$ cat src/rtl/vpiu_pkg.sv
package vpiu_pkg;

    // Number of maskable vector slots (priorities 2..16)
    localparam int NSLOT = 15;
    localparam int NPIN  = 8;

    // APB register byte addresses
    localparam logic [7:0] ADDR_REQ    = 8'h00;
    localparam logic [7:0] ADDR_ENA    = 8'h04;
    localparam logic [7:0] ADDR_SRCSEL = 8'h08;
    localparam logic [7:0] ADDR_EDGE   = 8'h0C;
    localparam logic [7:0] ADDR_PSTAT  = 8'h10;
    localparam logic [7:0] ADDR_CORE   = 8'h14;
    localparam logic [7:0] ADDR_VECTOR = 8'h18;

    // Reset values
    localparam logic [14:0] REQ_RST    = 15'h0000;
    localparam logic [14:0] ENA_RST    = 15'h0000;
    localparam logic [4:0]  SRCSEL_RST = 5'h00;
    localparam logic [7:0]  EDGE_RST   = 8'h00;
    localparam logic [7:0]  PSTAT_RST  = 8'h04;

    // Disable flag position in the status byte
    localparam int PS_DIS_BIT = 2;

    // Core command bits written at ADDR_CORE
    localparam int CMD_SET_DIS = 0;
    localparam int CMD_CLR_DIS = 1;
    localparam int CMD_RETURN  = 2;
    localparam int CMD_BREAK   = 3;
    localparam int CMD_DONE    = 4;

    // Pin index inside the edge pin vector
    localparam int PIN_EXT_EDGE_IN_ZERO = 0;
    localparam int PIN_EXT_EDGE_IN_ONE = 1;
    localparam int PIN_EXT_EDGE_IN_TWO = 2;
    localparam int PIN_EXT_EDGE_IN_THREE = 3;
    localparam int PIN_EXT_EDGE_IN_FOUR = 4;
    localparam int PIN_CNT0 = 5;
    localparam int PIN_CNT1 = 6;
    localparam int PIN_CNT2 = 7;

    // Low vector bytes
    localparam logic [15:0] VEC_RESET = 16'hFFFC;
    localparam logic [15:0] VEC_BREAK = 16'hFFDC;
    localparam logic [15:0] VEC_SLOT0 = 16'hFFFA;

    // Internal event inputs grouped as a struct
    typedef struct packed {
        logic timer_z;
        logic sio1_rx;
        logic sio1_tx;
        logic timer_x;
        logic timer_y;
        logic timer_1;
        logic timer_2;
        logic sio3_rx;
        logic sio2_done;
        logic adc_done;
        logic sio3_tx;
    } vpiu_evt_t;

    // Grant to the core
    typedef struct packed {
        logic        take;
        logic [15:0] vector;
    } vpiu_grant_t;

    typedef enum logic [1:0] {
        ST_RUN   = 2'b00,
        ST_PUSH  = 2'b01,
        ST_SERVE = 2'b11
    } vpiu_state_t;

endpackage : vpiu_pkg

$ cat src/rtl/vpiu_top.sv
`timescale 1ns/100ps
// What this block does
// - Fixed-priority vectors, 21 sources, 16 slots
// - Accept when disable 0, pending, enabled
// - Maskable sources own pending and enable
// - Reset uses vector FFFC/FFFD, top priority
// - Slot 2: edge zero or timer Z
// - Slot 3: edge one
// - Slot 4: serial 1 receive
// - Slot 5: serial 1 transmit
// - Slots 6,7: timers X and Y
// - Slots 8,9: timers 1 and 2
// - Slot 10 counter zero; 11 shared
// - Slot 12: serial 2 or timer Z
// - Slots 13,14: edge inputs two, three
// - Slot 15: edge four or counter two
// - Slot 16: converter or serial 3 transmit
// - Break trap, priority 17, FFDC/FFDD; taken here ahead of any pending maskable slot
// - Disable flag is status bit 2
// - Set and clear disable commands
// - Status stacked before flag is set
// - Return restores status from stack
// - Pending set by source, cleared on grant
// - Software clears pending, never sets
// - Enables read/write; pending still sets
// - Highest wins, others stay pending
// - Grant only at instruction end, except reset
// - Push high, low, status; load vector
// - Select bit chooses shared slot source
module vpiu_top (
    input  wire logic                pclk,
    input  wire logic                presetn,
    input  wire logic [7:0]          paddr,
    input  wire logic                psel,
    input  wire logic                penable,
    input  wire logic                pwrite,
    input  wire logic [31:0]         pwdata,
    output logic      [31:0]         prdata,
    output logic                     pready,
    output logic                     pslverr,
    input  wire logic [7:0]          edge_pins,
    input  wire vpiu_pkg::vpiu_evt_t evt,
    input  wire logic                instr_done,
    input  wire logic                break_op,
    input  wire logic                return_from_irq_op,
    input  wire logic [7:0]          stacked_status,
    output vpiu_pkg::vpiu_grant_t    grant,
    output logic [1:0]               push_step,
    output logic [7:0]               processor_status_reg,
    output logic [7:0]               status_push
);

    logic [14:0] req_r;
    logic [14:0] ena_r;
    logic [4:0]  srcsel_r;
    logic [7:0]  edge_r;
    logic [7:0]  ps_r;
    logic [7:0]  sync1_r;
    logic [7:0]  sync2_r;
    logic [7:0]  sync3_r;
    logic [14:0] src_fire;
    logic [14:0] live;
    logic [14:0] win;
    logic [7:0]  pin_edge;
    logic        wr_en;
    logic        rd_en;
    logic        accept;
    logic        cmd_set;
    logic        cmd_clr;
    logic        cmd_ret;
    logic        cmd_brk;
    logic        cmd_done;
    logic        done_any;
    logic        brk_any;
    logic        ret_any;
    logic        boot_r;
    vpiu_pkg::vpiu_state_t state_r;

    // fixed order over the maskable slots
    // Lowest set bit wins: bit 0 is priority 2
    function automatic logic [14:0] pick_first(input logic [14:0] v);
        logic [14:0] r;
        r = v & (~v + 15'h0001);
        return r;
    endfunction : pick_first

    // Index of a one-hot vector
    function automatic logic [3:0] onehot_idx(input logic [14:0] v);
        logic [3:0] k;
        k = 4'h0;
        for (int i = 0; i < vpiu_pkg::NSLOT; i++) begin
            if (v[i]) begin
                k = 4'(i);
            end
        end
        return k;
    endfunction : onehot_idx

    // APB decode; single-cycle answer
    assign wr_en    = psel & penable & pwrite;
    assign rd_en    = psel & ~penable & ~pwrite;
    assign cmd_set  = wr_en && paddr == vpiu_pkg::ADDR_CORE
                      && pwdata[vpiu_pkg::CMD_SET_DIS];
    assign cmd_clr  = wr_en && paddr == vpiu_pkg::ADDR_CORE
                      && pwdata[vpiu_pkg::CMD_CLR_DIS];
    assign cmd_ret  = wr_en && paddr == vpiu_pkg::ADDR_CORE
                      && pwdata[vpiu_pkg::CMD_RETURN];
    assign cmd_brk  = wr_en && paddr == vpiu_pkg::ADDR_CORE
                      && pwdata[vpiu_pkg::CMD_BREAK];
    assign cmd_done = wr_en && paddr == vpiu_pkg::ADDR_CORE
                      && pwdata[vpiu_pkg::CMD_DONE];
    assign done_any = instr_done | cmd_done;
    assign brk_any  = break_op | cmd_brk;
    assign ret_any  = return_from_irq_op | cmd_ret;

    always_ff @(posedge pclk or negedge presetn) begin
        if (!presetn) begin
            sync1_r <= 8'h00;
            sync2_r <= 8'h00;
            sync3_r <= 8'h00;
        end else begin
            sync1_r <= edge_pins;
            sync2_r <= sync1_r;
            sync3_r <= sync2_r;
        end
    end

    generate
        for (genvar p = 0; p < vpiu_pkg::NPIN; p++) begin : g_edge
            assign pin_edge[p] = (sync2_r[p] != sync3_r[p])
                                 && (sync2_r[p] == ~edge_r[p]);
        end
    endgenerate

    assign src_fire[0]  = srcsel_r[0] ? evt.timer_z
                                      : pin_edge[vpiu_pkg::PIN_EXT_EDGE_IN_ZERO];
    assign src_fire[1]  = pin_edge[vpiu_pkg::PIN_EXT_EDGE_IN_ONE];
    assign src_fire[2]  = evt.sio1_rx;
    assign src_fire[3]  = evt.sio1_tx;
    assign src_fire[4]  = evt.timer_x;
    assign src_fire[5]  = evt.timer_y;
    assign src_fire[6]  = evt.timer_1;
    assign src_fire[7]  = evt.timer_2;
    assign src_fire[8]  = pin_edge[vpiu_pkg::PIN_CNT0];
    assign src_fire[9]  = srcsel_r[1] ? evt.sio3_rx
                                      : pin_edge[vpiu_pkg::PIN_CNT1];
    assign src_fire[10] = srcsel_r[2] ? evt.timer_z : evt.sio2_done;
    assign src_fire[11] = pin_edge[vpiu_pkg::PIN_EXT_EDGE_IN_TWO];
    assign src_fire[12] = pin_edge[vpiu_pkg::PIN_EXT_EDGE_IN_THREE];
    assign src_fire[13] = srcsel_r[3] ? pin_edge[vpiu_pkg::PIN_CNT2]
                                      : pin_edge[vpiu_pkg::PIN_EXT_EDGE_IN_FOUR];
    assign src_fire[14] = srcsel_r[4] ? evt.sio3_tx : evt.adc_done;

    assign live = (ps_r[vpiu_pkg::PS_DIS_BIT] || boot_r)
                  ? 15'h0000 : (req_r & ena_r);
    assign win = pick_first(live);
    assign accept = (state_r == vpiu_pkg::ST_RUN) && done_any
                    && !brk_any && (live != 15'h0000);

    // pending flags; set wins over clears
    always_ff @(posedge pclk or negedge presetn) begin
        if (!presetn) begin
            req_r <= vpiu_pkg::REQ_RST;
        end else begin
            req_r <= (req_r
                      & ~(accept ? win : 15'h0000)
                      & ((wr_en && paddr == vpiu_pkg::ADDR_REQ)
                         ? pwdata[14:0] : 15'h7FFF))
                     | src_fire;
        end
    end

    always_ff @(posedge pclk or negedge presetn) begin
        if (!presetn) begin
            ena_r    <= vpiu_pkg::ENA_RST;
            srcsel_r <= vpiu_pkg::SRCSEL_RST;
            edge_r   <= vpiu_pkg::EDGE_RST;
        end else if (wr_en) begin
            if (paddr == vpiu_pkg::ADDR_ENA) begin
                ena_r <= pwdata[14:0];
            end
            if (paddr == vpiu_pkg::ADDR_SRCSEL) begin
                srcsel_r <= pwdata[4:0];
            end
            if (paddr == vpiu_pkg::ADDR_EDGE) begin
                edge_r <= pwdata[7:0];
            end
        end
    end

    always_ff @(posedge pclk or negedge presetn) begin
        if (!presetn) begin
            ps_r <= vpiu_pkg::PSTAT_RST;
        end else if (accept || (brk_any && done_any)) begin
            ps_r[vpiu_pkg::PS_DIS_BIT] <= 1'b1;
        end else if (ret_any) begin
            ps_r <= stacked_status;
        end else if (cmd_set) begin
            ps_r[vpiu_pkg::PS_DIS_BIT] <= 1'b1;
        end else if (cmd_clr) begin
            ps_r[vpiu_pkg::PS_DIS_BIT] <= 1'b0;
        end else if (wr_en && paddr == vpiu_pkg::ADDR_PSTAT) begin
            ps_r <= pwdata[7:0];
        end
    end

    always_ff @(posedge pclk or negedge presetn) begin
        if (!presetn) begin
            state_r     <= vpiu_pkg::ST_RUN;
            boot_r      <= 1'b1;
            grant       <= '0;
            push_step   <= 2'b00;
            status_push <= 8'h00;
        end else begin
            grant.take <= 1'b0;
            unique case (state_r)
                vpiu_pkg::ST_RUN: begin
                    push_step <= 2'b00;
                    if (boot_r) begin
                        boot_r       <= 1'b0;
                        grant.take   <= 1'b1;
                        grant.vector <= vpiu_pkg::VEC_RESET;
                    end else if (done_any && brk_any) begin
                        grant.take   <= 1'b1;
                        grant.vector <= vpiu_pkg::VEC_BREAK;
                        status_push  <= ps_r;
                        push_step    <= 2'b01;
                        state_r      <= vpiu_pkg::ST_PUSH;
                    end else if (accept) begin
                        grant.take   <= 1'b1;
                        grant.vector <= vpiu_pkg::VEC_SLOT0
                            - {11'h000, onehot_idx(win), 1'b0};
                        status_push  <= ps_r;
                        push_step    <= 2'b01;
                        state_r      <= vpiu_pkg::ST_PUSH;
                    end
                end
                vpiu_pkg::ST_PUSH: begin
                    push_step <= 2'b10;
                    state_r   <= vpiu_pkg::ST_SERVE;
                end
                vpiu_pkg::ST_SERVE: begin
                    push_step <= 2'b11;
                    state_r   <= vpiu_pkg::ST_RUN;
                end
                default: begin
                    state_r <= vpiu_pkg::ST_RUN;
                end
            endcase
        end
    end

    assign processor_status_reg = ps_r;

    // APB read data, registered in setup phase
    always_ff @(posedge pclk or negedge presetn) begin
        if (!presetn) begin
            prdata <= 32'h0000_0000;
        end else if (rd_en) begin
            unique case (paddr)
                vpiu_pkg::ADDR_REQ:    prdata <= {17'h00000, req_r};
                vpiu_pkg::ADDR_ENA:    prdata <= {17'h00000, ena_r};
                vpiu_pkg::ADDR_SRCSEL: prdata <= {27'h0000000, srcsel_r};
                vpiu_pkg::ADDR_EDGE:   prdata <= {24'h000000, edge_r};
                vpiu_pkg::ADDR_PSTAT:  prdata <= {24'h000000, ps_r};
                vpiu_pkg::ADDR_VECTOR: prdata <= {14'h0000, state_r,
                                                  grant.vector};
                default:               prdata <= 32'h0000_0000;
            endcase
        end
    end

    // Ready in access phase; unmapped gets error
    always_ff @(posedge pclk or negedge presetn) begin
        if (!presetn) begin
            pready  <= 1'b0;
            pslverr <= 1'b0;
        end else begin
            pready  <= psel & ~penable;
            pslverr <= psel & ~penable & (paddr > vpiu_pkg::ADDR_VECTOR
                       || paddr[1:0] != 2'b00);
        end
    end
endmodule : vpiu_top

$ cat config.mk
export PLATFORM = sky130hd
export DESIGN_NAME = vpiu_top
export DESIGN_NICKNAME = d
export VERILOG_FILES = /design/src/rtl/vpiu_pkg.sv /design/src/rtl/vpiu_top.sv
export SDC_FILE = /design/constraint.sdc
export NUM_CORES = 1
export LEC_CHECK = 0
export BUFFER_PORTS_ARGS = -buffer_cell sky130_fd_sc_hd__buf_2
export CAP_MARGIN = 5
export CORE_MARGIN = 8
export CORE_UTILIZATION = 57
export CTS_BUF_LIST = sky130_fd_sc_hd__clkbuf_16
export CTS_CLUSTER_DIAMETER = 100
export CTS_CLUSTER_SIZE = 12
export DETAILED_ROUTE_END_ITERATION = 10
export GPL_ROUTABILITY_DRIVEN = 0
export PLACE_DENSITY = 0.85
export SETUP_SLACK_MARGIN = 0.3
export SKIP_CTS_REPAIR_TIMING = 1
export SYNTH_ARGS = -nofsm -noshare
export SYNTH_HDL_FRONTEND = slang
export SYNTH_SLANG_ARGS = --single-unit
$ cat constraint.sdc
create_clock -name pclk -period 3.7 [get_ports pclk]
set_input_delay 0.37 -clock pclk [delete_from_list [all_inputs] [get_ports pclk]]
set_output_delay 0.37 -clock pclk [all_outputs]
set_load 0.1 [all_outputs]
Word level (Yosys, flattened, before mapping)
Index checks and enable logic that the tools add are counted.
{"block": "op_classes", "addsub": 2, "n_bitwise": 27, "magnitude_cmp": 1, "eq_ne": 28, "n_mux": 50, "n_reduce_logical": 40}
{"operator": "case mux 18 bit (6 select lines)", "count": 1}
{"operator": "2-to-1 mux 17 bit", "count": 4}
{"operator": "2-to-1 mux 4 bit", "count": 17}
{"operator": "bitwise AND 15 bit", "count": 4}
{"operator": "2-to-1 mux 15 bit", "count": 3}
{"operator": "2-to-1 mux 8 bit", "count": 4}
{"operator": "inverter 15 bit", "count": 2}
{"operator": "equality test 8 x 5 -> 1 bit, second input constant", "count": 3}
{"operator": "logical AND 1 bit", "count": 20}
{"operator": "equality test 8 x 4 -> 1 bit, second input constant", "count": 2}
{"operator": "adder 15 x 1 -> 15 bit, second input constant", "count": 1}
{"operator": "OR 15 bit", "count": 1}
{"operator": "nonzero test 15 bit", "count": 1}
{"operator": "2-to-1 mux 1 bit", "count": 12}
{"operator": "inverter 1 bit", "count": 12}
{"operator": "2-to-1 mux 2 bit", "count": 5}
{"operator": "2-to-1 mux 5 bit", "count": 2}
{"operator": "AND reduction 2 bit", "count": 5}
{"operator": "equality test 1 bit", "count": 8}
{"operator": "equality test 8 x 3 -> 1 bit, second input constant", "count": 1}
{"operator": "> comparator 8 x 5 -> 1 bit, second input constant", "count": 1}
{"operator": "logical NOT 8 bit", "count": 1}
{"operator": "!= test 1 bit", "count": 8}
{"operator": "subtractor 4 x 6 -> 7 bit, first input constant", "count": 1}
{"operator": "other kinds (17)", "count": 29}
{"block": "word_totals", "register_bits": 139, "out_inout_bits": 69, "elab_cells": 166, "in_bits": 75}

Depth between registers and ports, before layout
Gate-level depths: netlist (run 1).
{"block": "depth", "ltp_word": 28, "depth_mapped": 10, "ltp_nobuf": 9}

Least setup slack after synthesis (run 1)
No wires, ideal clock.
{"block": "synth_path", "path_type": "register to register", "startpoint": "register ps_r[2], in the netlist processor_status_reg[2]", "endpoint": "register ps_r[0], in the netlist processor_status_reg[0]", "arrival_ps": 2466, "path_buffers": 2, "period_less_slack_ps": 2602, "path_stages_with_launch": 9, "slack_ps": 1098, "setup_time_ps": 137, "t_required_ps": 3563, "path_cell_list": "dfstp_2 or2_2 buf_2 a41oi_1 nor3_2 o221ai_1 buf_2 nand2_1 o21ai_0"}
{"block": "synth_between", "elab_chain_len": 7}
{"item": "from (decl)", "line": "vpiu_top.sv:57", "text": "logic [7:0] ps_r;"}
{"item": "from (signal assigned)", "line": "vpiu_top.sv:193", "text": "ps_r <= vpiu_pkg::PSTAT_RST;"}
{"item": "from (signal assigned)", "line": "vpiu_top.sv:197", "text": "ps_r <= stacked_status;"}
{"item": "from (signal assigned)", "line": "vpiu_top.sv:203", "text": "ps_r <= pwdata[7:0];"}
{"item": "logical OR 1 bit", "line": "vpiu_top.sv:154", "text": "assign live = (ps_r[vpiu_pkg::PS_DIS_BIT] || boot_r)"}
{"item": "2-to-1 mux 15 bit", "line": "vpiu_top.sv:155", "text": "? 15'h0000 : (req_r & ena_r);"}
{"item": "nonzero test 15 bit", "line": "vpiu_top.sv:158", "text": "&& !brk_any && (live != 15'h0000);"}
{"item": "logical AND 1 bit", "line": "vpiu_top.sv:158"}
{"item": "logical OR 1 bit", "line": "vpiu_top.sv:194", "text": "end else if (accept || (brk_any && done_any)) begin"}
{"item": "inverter 1 bit (no line)"}
{"item": "AND reduction 4 bit (no line)"}
No other way between the ends.
A chain may end at the register's enable or synchronous reset.

Worst setup path in the final report (run 1)
{"block": "layout_path", "startpoint": "register ps_r[2], in the netlist processor_status_reg[2]", "endpoint": "register status_push[3]"}
{"block": "layout_between", "elab_chain_len": 6}
{"item": "logical OR 1 bit", "line": "vpiu_top.sv:154"}
{"item": "2-to-1 mux 15 bit", "line": "vpiu_top.sv:155"}
{"item": "nonzero test 15 bit", "line": "vpiu_top.sv:158"}
{"item": "logical AND 1 bit", "line": "vpiu_top.sv:158"}
{"item": "nonzero test 2 bit (no line)"}
{"item": "AND reduction 3 bit (no line)"}
{"item": "to (signal assigned)", "line": "vpiu_top.sv:226", "text": "status_push <= ps_r;"}
{"item": "to (signal assigned)", "line": "vpiu_top.sv:233", "text": "status_push <= ps_r;"}
{"item": "to (decl)", "line": "vpiu_top.sv:50", "text": "output logic [7:0] status_push"}
No other way between the ends.

==> impl_metrics.env, run 1 <==
export IMPL_status="finished, final reports clean"
export IMPL_drt_total_wl_mm=15.0
export IMPL_synth_lib_cells_used_distinct=60
export IMPL_crit_fanout=10
export IMPL_cts_tree="built"
export IMPL_grt_max_degree=93
export IMPL_diodes=0
export IMPL_clock_tree_root_cell="clkbuf_16"
export IMPL_yosysTopAreaCell="dfrtp_1"
export IMPL_design_core_area_um2=9640
export IMPL_power_leakage_uw=0.00310
export IMPL_largest_reg_flops=18
export IMPL_ctsLongestPathBuffers=2
export IMPL_overflow=0
export IMPL_place_detailed_hpwl_mm=10.7
export IMPL_critPathRequiredTime_ns=3.99
export IMPL_grt_setup_unrepaired="no"
export IMPL_n_fill_cell=698
export IMPL_syn_avg_cell_area_um2=10.3
export IMPL_grtUsageMet1=0.279
export IMPL_layout_nets=720
export IMPL_synth_main_ff_cell="dfrtp_1"
export IMPL_synth_seq_area_share=0.518
export IMPL_maxSlewHeadroom=0.245
export IMPL_path_clk_slew_ns=0.05
export IMPL_antenna_found_initial=0
export IMPL_powerDensity_nw_per_um2=624
export IMPL_crit_type="register to register"
export IMPL_viasPerCell=5.95
export IMPL_start_kind="register"
export IMPL_ys_ff_latch=115
export IMPL_worstSetupStartpoint="processor_status_reg[2]"
export IMPL_top_regs="prdata: 18 flops, ena_r: 15 flops, req_r: 15 flops"
export IMPL_skew_ns=0.00721
export IMPL_hold_class="input pin to register"
export IMPL_hold_viol_final=0
export IMPL_drive_gt1_frac=0.300
export IMPL_num_io_pins=144
export IMPL_period_needed_ns=2.74
export IMPL_grt_pass1_vias=4676
export IMPL_cts_made_buffers=17
export IMPL_h_tree_depth=4
export IMPL_finalSetupViolations=0
export IMPL_grtUsageMet2=0.367
export IMPL_finalSetupTns_ns=0
export IMPL_period_share=0.741
export IMPL_synth_area_top_cells="dfrtp_1, mux2_2, mux2i_1, o21ai_0, nand2_1"
export IMPL_start_util=0.577
export IMPL_grt_pass1_wl_mm=23.6
export IMPL_synth_edff_count=0
export IMPL_crit_path_end_kind="register"
export IMPL_die_h_um=115
export IMPL_die_area_um2=13200
export IMPL_busiest_layer="met2"
export IMPL_maxCapViolCount=0
export IMPL_seqCellArea_um2=2880
export IMPL_peakVddDrop_v=0.000427
export IMPL_multi_input_area_um2=2470
export IMPL_top_register="prdata"
export IMPL_ant_nets=0
export IMPL_drv_slew=0
export IMPL_die_w_um=115
export IMPL_worst_slew_pin_slew_ns=1.13
export IMPL_arrival_ns=3.03
export IMPL_grtUsageTotal=0.230
export IMPL_io_buffers=111
export IMPL_synthArstFlopShare=1.00
export IMPL_cts_sinks=115
export IMPL_synth_top_area_frac=0.509
export IMPL_dr_total_vias=4700
export IMPL_worstSkewPairLatency_ns=0.41
export IMPL_first_pass_iters=7
export IMPL_syn_inst=538
export IMPL_rows=36
export IMPL_area_growth_pct=21.2
export IMPL_reg2reg_from="processor_status_reg[2]"
export IMPL_holdCritStartpoint="edge_pins[6]"
export IMPL_first_iter_violations=518
export IMPL_grtUsageMet3=0.0756
export IMPL_whs_ns=0.0573
export IMPL_drc=0
export IMPL_fmax_mhz=365
export IMPL_yosysWarnings=0
export IMPL_netlist_area_um2=5560
export IMPL_routedWlPerCell_um=18.9
==> cell usage after synthesis (2+ instances only) <==
| library cell | number |
|---|---|
| a21o_1 | 3 |
| a21oi_1 | 18 |
| a22oi_1 | 7 |
| a31oi_1 | 6 |
| a31oi_2 | 2 |
| and3_1 | 4 |
| buf_2 | 3 |
| buf_4 | 24 |
| clkbuf_1 | 16 |
| dfrtp_1 | 113 |
| dfstp_2 | 2 |
| inv_1 | 3 |
| mux2_2 | 36 |
| mux2i_1 | 32 |
| nand2_1 | 77 |
| nand2b_1 | 3 |
| nand3_1 | 6 |
| nand4_1 | 2 |
| nand4b_1 | 2 |
| nor2_1 | 47 |
| nor2b_1 | 5 |
| nor3_1 | 7 |
| nor4b_1 | 2 |
| o211ai_1 | 6 |
| o21a_1 | 4 |
| o21ai_0 | 62 |
| o21ai_1 | 2 |
| o221ai_1 | 3 |
| o31ai_1 | 4 |
| or2_2 | 5 |
| or3_1 | 2 |
| or4bb_1 | 2 |
==> worst max-delay path, stage by stage, from the launching register on <==
cell	delay, ns
dfstp_2	0.43
or2_2	0.42
a31oi_1	0.53
nor3_2	0.25
a211oi_4	0.58
mux2_2	0.40
==> path summary, 6_finish.rpt <==
| kind | cells past startpoint | to | slack, ns |
|---|---|---|---|
| setup reg to reg | 5 | status_push[3] | 0.96 |
| hold / removal | 1 | sync1_r[6] | 0.06 |
| max in group asynchronous | 2 | sync1_r[3] | 2.63 |
| hold reg to reg | 0 | sync2_r[3] | 0.34 |
| min in group asynchronous | 1 | status_push[5] | 0.17 |
| setup / recovery | 5 | status_push[3] | 0.96 |
==> cells by family after synthesis <==
family,after synthesis,share of synthesized area
flops,115,0.518
simple gates,176,0.154
mux,68,0.131
compound gates,131,0.146
other cells,1,0.000674
fa+ha+maj,1,0.00225
buf+inv,46,0.0479
==> layout by cell type (no fill, tap or decap), types with 4 or more instances in the layout <==
cell       count
a21oi_1       18
a22oi_1        7
a31oi_1        6
and3_1         4
buf_2        110
buf_4          6
bufinv_16      5
clkbuf_16     17
clkinv_2       4
conb_1        15
dfrtp_1      113
inv_1          5
mux2_2        36
mux2i_1       32
nand2_1       77
nand3_1        6
nor2_1        47
nor2b_1        5
nor3_1         7
o211ai_1       6
o21a_1         4
o21ai_0       62
o31ai_1        4
or2_2          5
==> where the power goes <==
part           switching, µW  leakage [µW]  internal (µW)
logic                    845       0.00138            183
clock network            557      0.000311           1170
registers               81.8       0.00141           1360
==> stage by stage <==
| stage | std cells | area [µm²] | util | setup slack, ns | power, µW |
|---|---|---|---|---|---|
| after CTS | 790 | 6740 | 0.699 | 0.991 | 4210 |
| final | 790 | 6740 | 0.699 | 0.960 | 4200 |
| after detailed placement | 758 | 6120 | 0.635 | 0.843 | 2490 |
| after global placement | 758 | 6120 | 0.635 | 0.897 | 2470 |
| after global routing | 790 | 6740 | 0.699 | 0.844 | 4320 |
| after floorplan | 552 | 5610 | - | 1.10 | 2280 |
==> metal layers <==
metal / wire length (µm) / vias to the layer above
met5: 0 / -
met4: 578 / 0
met3: 1620 / 55
met2: 6910 / 282
met1: 5840 / 2251
li1: - / 2112
==> layout make-up <==
cell class,count,share of cell area
inverter,3,0.00167
timing repair buffer,116,0.0883
clock inverter,15,0.0291
clock buffer,17,0.0631
sequential,115,0.427
multi-input combinational,391,0.366
tap,133,0.0247
No activity file was read; power rests on OpenSTA's default activity.
==> run 2, diff against run 1 <==
--- a/config.mk
+++ b/config.mk
@@ -8,13 +8,13 @@
 export BUFFER_PORTS_ARGS = -buffer_cell sky130_fd_sc_hd__buf_2
 export CAP_MARGIN = 5
 export CORE_MARGIN = 8
-export CORE_UTILIZATION = 57
+export CORE_UTILIZATION = 53
 export CTS_BUF_LIST = sky130_fd_sc_hd__clkbuf_16
 export CTS_CLUSTER_DIAMETER = 100
 export CTS_CLUSTER_SIZE = 12
 export DETAILED_ROUTE_END_ITERATION = 10
 export GPL_ROUTABILITY_DRIVEN = 0
-export PLACE_DENSITY = 0.85
+export PLACE_DENSITY = 0.8
 export SETUP_SLACK_MARGIN = 0.3
 export SKIP_CTS_REPAIR_TIMING = 1
 export SYNTH_ARGS = -nofsm -noshare
==> constraint.sdc (replaced) <==
create_clock -name pclk -period 2.8 [get_ports pclk]
set_input_delay 0.28 -clock pclk [delete_from_list [all_inputs] [get_ports pclk]]
set_output_delay 0.28 -clock pclk [all_outputs]
set_load 0.1 [all_outputs]
==> impl_metrics.env, run 2 (synthesis results as in run 1) <==
export IMPL_path_clk_slew_ns=0.05
export IMPL_layout_nets=736
export IMPL_placed_area_um2=6210
export IMPL_routedWlPerCell_um=18.8
export IMPL_rows=37
export IMPL_diodes=0
export IMPL_grt_setup_unrepaired="no"
export IMPL_critPathRequiredTime_ns=3.09
export IMPL_first_pass_iters=6
export IMPL_cts_made_buffers=17
export IMPL_rr_worst_depth=6
export IMPL_start_kind="register"
export IMPL_final_util=0.674
export IMPL_num_io_pins=144
export IMPL_drive_gt1_frac=0.311
export IMPL_final_common_cell="dfrtp_1"
export IMPL_rr_endpoint="req_r[1]"
export IMPL_maxSlewHeadroom=0.306
export IMPL_final_area_um2=6920
export IMPL_drc=0
export IMPL_finalSetupTns_ns=0
export IMPL_period_share=0.850
export IMPL_io_buffers=111
export IMPL_hold_end="req_r[3]"
export IMPL_reg2reg_slack_ns=0.42
export IMPL_powerDensity_nw_per_um2=785
export IMPL_grt_pass1_wl_mm=24.3
export IMPL_skew_ns=0.00513
export IMPL_worst_slew_pin_slew_ns=1.04
export IMPL_cts_tree="built"
export IMPL_worstSkewPairLatency_ns=0.42
export IMPL_grt_pass1_vias=4670
export IMPL_grtUsageTotal=0.218
export IMPL_place_worst_setup_slack_ns=0.119
export IMPL_mostFrequentLayoutCells="dfrtp_1, buf_2, nand2_1, o21ai_0, nor2_1"
export IMPL_design_core_area_um2=10300
export IMPL_status="finished, final reports clean"
export IMPL_die_w_um=118
export IMPL_place_detailed_hpwl_mm=11.0
export IMPL_start_util=0.541
export IMPL_power_leakage_uw=0.00314
export IMPL_maxCapViolCount=0
export IMPL_period_needed_ns=2.38
export IMPL_viasPerCell=5.80
export IMPL_largest_reg_flops=18
export IMPL_holdPathStages=2
export IMPL_hold_viol_final=0
export IMPL_die_area_um2=14000
export IMPL_crit_path_end_kind="register"
export IMPL_top_register="prdata"
export IMPL_hold_class="input pin to register"
export IMPL_peakVddDrop_v=0.000498
export IMPL_reg2reg_from="processor_status_reg[2]"
export IMPL_die_h_um=118
export IMPL_ctsLongestPathBuffers=2
export IMPL_top_regs="prdata: 18 flops, ena_r: 15 flops, req_r: 15 flops"
export IMPL_fin_ws_ns=0.419
export IMPL_h_tree_depth=4
export IMPL_crit_type="register to register"
export IMPL_cts_sinks=115
export IMPL_finalSetupViolations=0
export IMPL_crit_fanout=8
export IMPL_drt_total_wl_mm=15.2
export IMPL_grt_max_degree=49
export IMPL_first_iter_violations=355
export IMPL_drv_slew=0
export IMPL_antenna_found_initial=0
export IMPL_dr_total_vias=4696
export IMPL_area_growth_pct=24.5
export IMPL_clock_tree_root_cell="clkbuf_16"
export IMPL_fmax_mhz=420
export IMPL_holdCritStartpoint="evt[8]"
export IMPL_arrival_ns=2.68
export IMPL_overflow=0
export IMPL_ant_nets=0
==> run 2: cell count changes in the layout (fill, tap and decap cells not counted), sizes merged <==
cell / delta
buf: +7
bufinv: -2
clkinv: -2
clkinvlp: +6
dlygate4sd3: +9
inv: -2
==> run 2: worst max-delay path by stage <==
stage                                 start                      end  slack [ns]  cells after the start
floorplan           processor_status_reg[2]  processor_status_reg[0]        0.36                      8
global placement                   paddr[7]                 req_r[1]        0.18                      7
detailed placement                 paddr[7]                 req_r[1]        0.12                      7
CTS                                ena_r[2]                 grant[4]        0.38                      7
global route        processor_status_reg[2]                 req_r[1]        0.32                      6
finish              processor_status_reg[2]                 req_r[1]        0.42                      6
==> run 2: where the power goes <==
| part | switching [µW] | internal [µW] | total [µW] |
|---|---|---|---|
| registers | 109 | 1800 | 1910 |
| logic | 1120 | 261 | 1380 |
| clock network | 768 | 1380 | 2150 |
==> run 2: layout make-up <==
type | count | area, µm²
Tap cell | 136 | 170
Timing Repair Buffer | 132 | 751
Fill cell | 761 | 3350
Sequential cell | 115 | 2880
Inverter | 3 | 11.3
Multi-Input combinational cell | 391 | 2520
Clock buffer | 17 | 425
Clock inverter | 15 | 166
==> run 2: metrics by stage <==
stage,total power (µW),hold WS [ns],instances
final,5440,0.0496,809
after CTS,5440,-0.109,800
after floorplan,3010,-0.0156,552
after global routing,5610,0.0554,809
after global placement,3280,0.322,768
after detailed placement,3300,0.329,768
==> run 2: routing by layer <==
metal | part of all wire | GRT usage | vias up | wire length (µm)
met5 | 0 | 0 | - | 0
li1 | - | - | 2137 | -
met3 | 0.099 | 0.0776 | 44 | 1500
met4 | 0.031 | 0.101 | 0 | 466
met1 | 0.40 | 0.264 | 2279 | 6140
met2 | 0.47 | 0.344 | 236 | 7110
==> run 2: critical path, stage by stage (launching register included) <==
cell      delay (ns)
dfstp_2         0.44
or4bb_1         0.58
o211ai_1        0.19
nor3_4          0.15
nor3b_4         0.43
a31oi_1         0.14
or3_1           0.32
